### src/design/iroi_pkg.sv
// Contract
// - Window width and height are accepted only as multiples of 32 pixels.
// - Width below 640 or height below 32 pixels is refused.
// - The window is centred vertically on the sensor array.
// - Any size change recomputes both offsets to keep the window centred.
// - Vertical offset is read-only, origin to window top, in pixels.
// - Effective array width and height are read-only values in pixels.
// - Largest allowed width and height follow the present configuration; here both are fixed at the full array.
// - Only pixels inside the window leave the block, unaltered; the code keeps the pixel data but re-marks sof and sol for the cropped frame.
// - Horizontal offset is software-writable, origin to window, in pixels.
// - Size changes are taken only in single-channel link mode.
package iroi_pkg;

  // ----------------------------------------------------------------
  // Geometry
  // ----------------------------------------------------------------
  localparam int          DIM_W       = 13;
  localparam int          PIX_W       = 10;
  localparam int          FIFO_DEPTH  = 16;
  localparam logic [12:0] ARRAY_COLS  = 13'h1400;
  localparam logic [12:0] ARRAY_ROWS  = 13'h1000;
  localparam logic [12:0] ALIGN_MASK  = 13'h001F;
  localparam logic [12:0] MIN_COLS    = 13'h0280;
  localparam logic [12:0] MIN_ROWS    = 13'h0020;

  // ----------------------------------------------------------------
  // Register offsets
  // ----------------------------------------------------------------
  localparam logic [7:0] REG_COLS     = 8'h00;
  localparam logic [7:0] REG_ROWS     = 8'h04;
  localparam logic [7:0] REG_LEFT     = 8'h08;
  localparam logic [7:0] REG_TOP      = 8'h0C;
  localparam logic [7:0] REG_ARR_COLS = 8'h10;
  localparam logic [7:0] REG_ARR_ROWS = 8'h14;
  localparam logic [7:0] REG_MAX_COLS = 8'h18;
  localparam logic [7:0] REG_MAX_ROWS = 8'h1C;
  localparam logic [7:0] REG_CTRL     = 8'h20;
  localparam logic [7:0] REG_LINE     = 8'h24;
  localparam logic [7:0] REG_STAT     = 8'h28;

  // ----------------------------------------------------------------
  // Field positions and reset values
  // ----------------------------------------------------------------
  localparam int          CTRL_DUAL_BIT = 0;
  localparam int          CTRL_P10_BIT  = 1;
  localparam int          STAT_REJ_BIT  = 0;
  localparam logic [12:0] RST_LEFT      = 13'h0000;
  localparam logic [12:0] RST_COLS      = 13'h1400;
  localparam logic [12:0] RST_ROWS      = 13'h1000;
  localparam logic [13:0] RST_LINE      = 14'h1400;

  typedef struct packed {
    logic             sof;
    logic             sol;
    logic [PIX_W-1:0] data;
  } iroi_pix_t;

endpackage : iroi_pkg

### src/design/iroi_fifo.sv
module iroi_fifo #(
  parameter int WIDTH = 12,
  parameter int DEPTH = 16
) (
  input  wire logic             ref_clk_i,
  input  wire logic             rst_i,
  input  wire logic             in_valid_i,
  output logic                  in_ready_o,
  input  wire logic [WIDTH-1:0] in_data_i,
  output logic                  out_valid_o,
  input  wire logic             out_ready_i,
  output logic      [WIDTH-1:0] out_data_o
);
  localparam int AW = $clog2(DEPTH);

  typedef struct packed {
    logic [AW-1:0] wr;
    logic [AW-1:0] rd;
    logic [AW:0]   cnt;
  } iroi_fifo_st_t;

  iroi_fifo_st_t   st_ff;
  iroi_fifo_st_t   nxt_st;
  logic [WIDTH-1:0] mem_ff [DEPTH];
  logic            push;
  logic            pop;

  assign in_ready_o  = (st_ff.cnt != DEPTH[AW:0]);
  assign out_valid_o = (st_ff.cnt != '0);
  assign out_data_o  = mem_ff[st_ff.rd];
  assign push        = in_valid_i & in_ready_o;
  assign pop         = out_valid_o & out_ready_i;

  always_comb
  begin
    nxt_st = st_ff;
    if (push)
    begin
      nxt_st.wr = st_ff.wr + 1'b1;
    end
    if (pop)
    begin
      nxt_st.rd = st_ff.rd + 1'b1;
    end
    if (push && !pop)
    begin
      nxt_st.cnt = st_ff.cnt + 1'b1;
    end
    else if (pop && !push)
    begin
      nxt_st.cnt = st_ff.cnt - 1'b1;
    end
  end

  always_ff @(posedge ref_clk_i or posedge rst_i)
  begin
    if (rst_i)
    begin
      st_ff <= '0;
    end
    else
    begin
      st_ff <= nxt_st;
    end
  end

  // Storage needs no reset; occupancy guards reads
  always_ff @(posedge ref_clk_i)
  begin
    if (push)
    begin
      mem_ff[st_ff.wr] <= in_data_i;
    end
  end
endmodule // iroi_fifo

### src/design/iroi_top.sv
// The placing of the registers and the APB register port are this design's own decisions.
module iroi_top (
  input  wire logic               ref_clk_i,
  input  wire logic               rst_i,
  input  wire logic               psel_i,
  input  wire logic               penable_i,
  input  wire logic               pwrite_i,
  input  wire logic [7:0]         paddr_i,
  input  wire logic [31:0]        pwdata_i,
  output logic                    pready_o,
  output logic      [31:0]        prdata_o,
  output logic                    pslverr_o,
  input  wire logic               pix_valid_i,
  output logic                    pix_ready_o,
  input  wire iroi_pkg::iroi_pix_t pix_i,
  output logic                    out_valid_o,
  input  wire logic               out_ready_i,
  output iroi_pkg::iroi_pix_t     out_o,
  output logic      [13:0]        grabber_line_length_o
);
  // ----------------------------------------------------------------
  // State
  // ----------------------------------------------------------------
  typedef struct packed {
    logic [12:0] cols;
    logic [12:0] rows;
    logic [12:0] left;
    logic        dual;
    logic        p10;
    logic        rej;
    logic [12:0] x;
    logic [12:0] y;
    logic [31:0] rdata;
    logic        err;
    logic [13:0] line;
  } iroi_st_t;

  // Reset selects the full array, which is centred by itself
  localparam iroi_st_t RST_ST = '{
    cols:  iroi_pkg::RST_COLS,
    rows:  iroi_pkg::RST_ROWS,
    left:  iroi_pkg::RST_LEFT,
    dual:  1'b0,
    p10:   1'b0,
    rej:   1'b0,
    x:     13'h0000,
    y:     13'h0000,
    rdata: 32'h0000_0000,
    err:   1'b0,
    line:  iroi_pkg::RST_LINE
  };

  iroi_st_t            st_ff;
  iroi_st_t            nxt_st;
  logic                setup;
  logic                acc;
  logic                wr;
  logic [31:0]         rd_word;
  logic                addr_ok;
  logic                wr_bad;
  logic                rej_clr;
  logic                hi_zero;
  logic [12:0]         wval;
  logic                cols_ok;
  logic                rows_ok;
  logic                left_ok;
  logic [12:0]         max_cols;
  logic [12:0]         max_rows;
  logic [12:0]         max_left;
  logic [12:0]         top;
  logic [12:0]         win_right;
  logic [12:0]         win_bot;
  logic [12:0]         cur_x;
  logic [12:0]         cur_y;
  logic                take;
  logic                in_win;
  logic                f_ready;
  logic                f_valid;
  iroi_pkg::iroi_pix_t w_pix;

  // ----------------------------------------------------------------
  // Register bus
  // ----------------------------------------------------------------
  // Zero wait states: the access phase lasts one cycle
  assign setup     = psel_i & ~penable_i;
  assign acc       = psel_i & penable_i;
  assign wr        = acc & pwrite_i;
  assign pready_o  = acc;
  assign prdata_o  = st_ff.rdata;
  assign pslverr_o = st_ff.err;

  // ----------------------------------------------------------------
  // Limits and geometry
  // ----------------------------------------------------------------
  // No binning here, so the ceilings are the full array
  // ceiling values
  assign max_cols  = iroi_pkg::ARRAY_COLS;
  assign max_rows  = iroi_pkg::ARRAY_ROWS;

  assign top       = (iroi_pkg::ARRAY_ROWS - st_ff.rows) >> 1;
  assign max_left  = iroi_pkg::ARRAY_COLS - st_ff.cols;
  assign win_right = st_ff.left + st_ff.cols;
  assign win_bot   = top + st_ff.rows;

  // ----------------------------------------------------------------
  // Write value checks
  // ----------------------------------------------------------------
  assign wval    = pwdata_i[12:0];
  assign hi_zero = (pwdata_i[31:13] == 19'h0_0000);

  assign cols_ok = hi_zero
                 & ((wval & iroi_pkg::ALIGN_MASK) == 13'h0000)
                 & (wval >= iroi_pkg::MIN_COLS)
                 & (wval <= max_cols)
                 & ~st_ff.dual;

  assign rows_ok = hi_zero
                 & ((wval & iroi_pkg::ALIGN_MASK) == 13'h0000)
                 & (wval >= iroi_pkg::MIN_ROWS)
                 & (wval <= max_rows)
                 & ~st_ff.dual;

  assign left_ok = hi_zero
                 & (wval <= max_left);

  assign rej_clr = wr
                 & (paddr_i == iroi_pkg::REG_STAT)
                 & pwdata_i[iroi_pkg::STAT_REJ_BIT];

  // ----------------------------------------------------------------
  // Address decode
  // ----------------------------------------------------------------
  always_comb
  begin
    addr_ok = 1'b1;
    wr_bad  = 1'b0;
    rd_word = 32'h0000_0000;
    case (paddr_i)
      iroi_pkg::REG_COLS:
      begin
        rd_word = 32'(st_ff.cols);
        wr_bad  = ~cols_ok;
      end
      iroi_pkg::REG_ROWS:
      begin
        rd_word = 32'(st_ff.rows);
        wr_bad  = ~rows_ok;
      end
      iroi_pkg::REG_LEFT:
      begin
        rd_word = 32'(st_ff.left);
        wr_bad  = ~left_ok;
      end
      iroi_pkg::REG_TOP:
      begin
        rd_word = 32'(top);
        wr_bad  = 1'b1;
      end
      iroi_pkg::REG_ARR_COLS:
      begin
        rd_word = 32'(iroi_pkg::ARRAY_COLS);
        wr_bad  = 1'b1;
      end
      iroi_pkg::REG_ARR_ROWS:
      begin
        rd_word = 32'(iroi_pkg::ARRAY_ROWS);
        wr_bad  = 1'b1;
      end
      iroi_pkg::REG_MAX_COLS:
      begin
        rd_word = 32'(max_cols);
        wr_bad  = 1'b1;
      end
      iroi_pkg::REG_MAX_ROWS:
      begin
        rd_word = 32'(max_rows);
        wr_bad  = 1'b1;
      end
      iroi_pkg::REG_CTRL:
      begin
        rd_word[iroi_pkg::CTRL_DUAL_BIT] = st_ff.dual;
        rd_word[iroi_pkg::CTRL_P10_BIT]  = st_ff.p10;
      end
      iroi_pkg::REG_LINE:
      begin
        rd_word = 32'(st_ff.line);
        wr_bad  = 1'b1;
      end
      iroi_pkg::REG_STAT:
      begin
        rd_word[iroi_pkg::STAT_REJ_BIT] = st_ff.rej;
      end
      default:
      begin
        addr_ok = 1'b0;
        wr_bad  = 1'b1;
      end
    endcase
  end

  // ----------------------------------------------------------------
  // Next state
  // ----------------------------------------------------------------
  always_comb
  begin
    nxt_st = st_ff;
    // Read data and error are caught in the setup phase
    if (setup)
    begin
      nxt_st.rdata = pwrite_i ? st_ff.rdata : rd_word;
      nxt_st.err   = ~addr_ok | (pwrite_i & wr_bad);
    end
    else
    begin
      nxt_st.err = 1'b0;
    end

    // Writes land on the access edge only
    if (wr && !wr_bad)
    begin
      case (paddr_i)
        iroi_pkg::REG_COLS:
        begin
          nxt_st.cols = wval;
          nxt_st.left = (iroi_pkg::ARRAY_COLS - wval) >> 1;
        end
        iroi_pkg::REG_ROWS:
        begin
          nxt_st.rows = wval;
          nxt_st.left = (iroi_pkg::ARRAY_COLS - st_ff.cols) >> 1;
        end
        iroi_pkg::REG_LEFT:
        begin
          nxt_st.left = wval;
        end
        iroi_pkg::REG_CTRL:
        begin
          nxt_st.dual = pwdata_i[iroi_pkg::CTRL_DUAL_BIT];
          nxt_st.p10  = pwdata_i[iroi_pkg::CTRL_P10_BIT];
        end
        default:
        begin
        end
      endcase
    end

    // Set wins over a clear in the same cycle
    if (rej_clr)
    begin
      nxt_st.rej = 1'b0;
    end
    if (wr && wr_bad)
    begin
      nxt_st.rej = 1'b1;
    end

    // Taken from the next values so it lands with the write
    if (nxt_st.p10 && !nxt_st.dual)
    begin
      nxt_st.line = {nxt_st.cols, 1'b0};
    end
    else
    begin
      nxt_st.line = {1'b0, nxt_st.cols};
    end

    // Position follows the accepted stream
    if (take)
    begin
      nxt_st.x = cur_x + 13'h0001;
      nxt_st.y = cur_y;
    end
  end

  // ----------------------------------------------------------------
  // Registers
  // ----------------------------------------------------------------
  always_ff @(posedge ref_clk_i or posedge rst_i)
  begin
    if (rst_i)
    begin
      st_ff <= RST_ST;
    end
    else
    begin
      st_ff <= nxt_st;
    end
  end

  // ----------------------------------------------------------------
  // Window crop
  // ----------------------------------------------------------------
  // Resizing mid-frame tears that frame; software waits for a gap
  assign take  = pix_valid_i & f_ready;
  // Line starts reset the column and step the row; frame starts reset both
  assign cur_x = (pix_i.sof | pix_i.sol) ? 13'h0000
               : st_ff.x;
  assign cur_y = pix_i.sof ? 13'h0000
               : (pix_i.sol ? st_ff.y + 13'h0001
                            : st_ff.y);

  assign in_win = (cur_x >= st_ff.left)
                & (cur_x < win_right)
                & (cur_y >= top)
                & (cur_y < win_bot);

  // Start flags re-marked for the cropped frame
  assign w_pix.sof  = (cur_x == st_ff.left)
                    & (cur_y == top);
  assign w_pix.sol  = (cur_x == st_ff.left);
  assign w_pix.data = pix_i.data;
  assign f_valid    = pix_valid_i & in_win;
  // Pixels outside the window are taken and dropped
  assign pix_ready_o           = f_ready;
  assign grabber_line_length_o = st_ff.line;

  // ----------------------------------------------------------------
  // Output buffer
  // ----------------------------------------------------------------
  // Sixteen words absorb a stalled grabber
  iroi_fifo #(
    .WIDTH ($bits(iroi_pkg::iroi_pix_t)),
    .DEPTH (iroi_pkg::FIFO_DEPTH)
  ) u_fifo (
    .ref_clk_i   (ref_clk_i),
    .rst_i       (rst_i),
    .in_valid_i  (f_valid),
    .in_ready_o  (f_ready),
    .in_data_i   (w_pix),
    .out_valid_o (out_valid_o),
    .out_ready_i (out_ready_i),
    .out_data_o  (out_o)
  );

endmodule // iroi_top

### config.mk
export PLATFORM = sky130hd
export DESIGN_NAME = iroi_top
export DESIGN_NICKNAME = d
export VERILOG_FILES = /design/src/design/iroi_pkg.sv /design/src/design/iroi_fifo.sv /design/src/design/iroi_top.sv
export SDC_FILE = /design/constraint.sdc
export NUM_CORES = 1
export LEC_CHECK = 0
export BUFFER_PORTS_ARGS = -buffer_cell sky130_fd_sc_hd__buf_4
export CAP_MARGIN = 20
export CORE_MARGIN = 3
export CORE_UTILIZATION = 55
export CTS_BUF_LIST = sky130_fd_sc_hd__clkbuf_4 sky130_fd_sc_hd__clkbuf_8
export DETAILED_ROUTE_END_ITERATION = 8
export PLACE_DENSITY = 0.74
export SETUP_SLACK_MARGIN = 0.15
export SYNTH_ARGS = -nofsm -noshare
export SYNTH_HDL_FRONTEND = slang
export SYNTH_HIERARCHICAL = 1
export SYNTH_SLANG_ARGS = --single-unit
### constraint.sdc
create_clock -name ref_clk_i -period 8.5 [get_ports ref_clk_i]
set_input_delay 0.85 -clock ref_clk_i [delete_from_list [all_inputs] [get_ports ref_clk_i]]
set_output_delay 0.85 -clock ref_clk_i [all_outputs]
set_load 0.1 [all_outputs]
==> impl_results.md <==
- Critical path data arrival time: 7.65 ns
- Pin count of the biggest net entering global routing: 82
- Asr flop ratio synth: 36.4%
- Setup crit start kind: flop
- Via/cell ratio: 6.19
- Worst path bufs/invs: 3
- Internal: 2.35 mW
- Most frequent cell after synthesis: edfxtp_1
- Synth Cell Area: 0.0171 mm2
- Worst path depth: 29
- WS Path Type: reg -> reg
- Via count: 12100
- # rows: 63
- Total Wirelength: 44000 um
- Flops & latches, synth: 302
- Syn avg cell area: 11.8 um2
- Detailed Routing Iterations Pass 1: 5
- Peak VDD IR: 0.000132 V
- Synth top cells by count: edfxtp_1 (192), dfrtp_1 (105), mux2i_1 (105), nand2_1 (105), ha_1 (102)
- Final std cells w/o fill: 1953
- Req. time, crit path: 9.01 ns
- Largest delay share family, worst path: compound AO/OA/AOI/OAI gates
- Status: completed
- Tmin final: 7.14 ns
- Clk_skew: 0.0250 ns
- Initial antenna violation count: 0
- Area growth syn-to-layout: 10.4%
- Leak: 7.42 nW
- HPWL after detailed placement: 31000 um
- # resized after CTS: 0
- Setup WS pre-CTS: 1.50 ns
- Slew HR: 29.5%
- Net switching power: 0.740 mW
- Yosys top cell area share: 33.7%
- Reg clk slew, reported paths: 0.07 ns
- Ys flop type: edfxtp_1
- Overall routing resource usage: 26.1%
- Peak Freq: 140 MHz
- Clock tree buffer depth: 3
- CTS buffer count: 49
- Flop pwr share: 50.9%
- YS warnings: 6
- Setup bufs post-CTS: 0
- Sw frac: 23.9%
- Type of the tightest min-delay check: in -> async
- Setup TNS Final: 0 ns
- Crit path top cell by count: ha_1
- Layout cell share with drive strength beyond 1: 18.0%
- Die area: 0.0333 mm2
- Die W: 182 um
- Tot Pwr: 3.09 mW
- Power Density: 164 mW/mm2
- Clock latency on the worst-skew pair: 0.60 ns
- Crit path max-delay cell type: a21boi_2
- Vias in the first global route: 12100
- Final Max Tran Viols: 0
- CP peak stage delay: 0.48 ns
- Starting Density: 56.7%
- TritonCTS Sinks: 302
- IO Port Bufs: 102
- Placed insts: 1860
- Synth area leaders: edfxtp_1 (34%), dfrtp_1 (15%), ha_1 (7.5%)
- Clock power frac: 42.9%
- Hold_ws: 0.202 ns
- Cell count after synthesis: 1453
- Finish-stage setup viols: 0
- I/O pin count: 121
- Average wire per cell in the routed design: 22.5 um
- Library cells used by synthesis: 77
- GPL Wtd Cong: 0.940
- TritonCTS clock tree: yes
- Cells on worst reg2reg path: 29
- Hold Vio Cnt, Final: 0
- Die outline height: 182 um
- Hold Buf Count CTS: 0
- Tightest Pin Transition: 1.05 ns
- CTS H-tree depth: 2
- RSZ-0062 raised after global routing: false
- CP endpoint kind: flop
- Total grt overflow: 0
- Final worst-path cycle share: 84.1%
- Sequential area share after synthesis: 49.8%
- CP Max Fanout: 9
- Final setup margin: 1.36 ns
- Root Driver: clkbuf_8
- Largest area contributor in the netlist: edfxtp_1
- DR DRC count: 0
- CORE AREA: 0.0302 mm2
- Diode count: 0
- Post-synth EDFFs: 192
- Filler Cells Inserted: 2402
- Maxcap violations: 0
- Nets: 1686
- First-pass GRT wire length: 68300 um
- Comb pwr share: 6.1%
- Initial DRC Count: 1080
- Post-DRT Antenna Nets: 0
==> cell families (layout without fill, tap and decap cells) <==
kind of cell             count (synthesis)  after routing  share of synthesized area [%]
AND/OR/NAND/NOR                        363            363                           10.9
buffers and inverters                  173            266                           5.47
XOR/XNOR                                74             74                           3.78
AO/OA/AOI/OAI                          275            275                           10.8
flip-flops                             302            302                           49.8
adder cells (fa/ha/maj)                105            105                           7.80
other                                    1             18                         0.0219
multiplexers                           160            160                           11.4
==> sequential cells by signal, indices dropped and copies added, names as in the netlist <==
signal and count:
grabber_line_length_o 14, pslverr_o 1, u_fifo/st_ff 13, st_ff 68, prdata_o 14, u_fifo/mem_ff 192
==> worst paths after layout <==
path                              start              end  slack, ns
min reg2reg                prdata_o[13]     prdata_o[13]       0.48
max reg2reg                   st_ff[90]  u_fifo/st_ff[4]       1.36
min in group ref_clk_i     prdata_o[13]     prdata_o[13]       0.48
min                               rst_i        st_ff[58]       0.20
max in group asynchronous         rst_i       st_ff[114]       7.35
max                           st_ff[90]  u_fifo/st_ff[4]       1.36
==> metal layers <==
metal / vias up / share of wire [%] / track usage, %
met5: - / 0 / 0
met4: 0 / 4.1 / 10.5
met3: 119 / 6.9 / 4.23
met2: 505 / 48 / 43.2
met1: 5958 / 41 / 34.6
li1: 5512 / - / -
==> cell usage in the layout (no fill, tap or decap), types with 23 or more instances in the layout <==
cell type  synthesis  layout
a21oi_1           51      51
a221oi_1          40      40
buf_4             51     114
clkbuf_8           0      51
dfrtp_1          105     104
edfxtp_1         192     192
ha_1             102     102
inv_1             59      58
mux2i_1          105     105
mux4_2            24      24
nand2_1          105     105
nand3_1           23      23
nor2_1            85      85
o21ai_0           80      80
xnor2_1           41      41
xor2_1            33      33
==> through the flow <==
stage,utilization [%],area [um2]
2_1_floorplan,-,17200
3_3_place_gp,59.1,17800
3_5_place_dp,59.1,17800
4_1_cts,62.5,18900
5_1_grt,62.6,18900
6_report,62.6,18900
==> power by group through the flow <==
stage          clock (mW)  sequential [mW]  combinational [mW]
2_1_floorplan           0             1.61               0.130
5_1_grt              1.42             1.57               0.205
6_report             1.33             1.58               0.190
4_1_cts              1.35             1.57               0.189
3_3_place_gp            0             1.60               0.185
3_5_place_dp            0             1.60               0.188
==> cell type report <==
type	count	area [um2]	share of cell area, %
Multi-Input combinational cell	995	7750	41.0
Tap cell	390	488	2.58
Inverter	59	224	1.18
Clock inverter	23	199	1.05
Timing Repair Buffer	115	883	4.67
Sequential cell	302	8530	45.1
Clock buffer	69	837	4.43
Power figures use the tool's default switching activity.
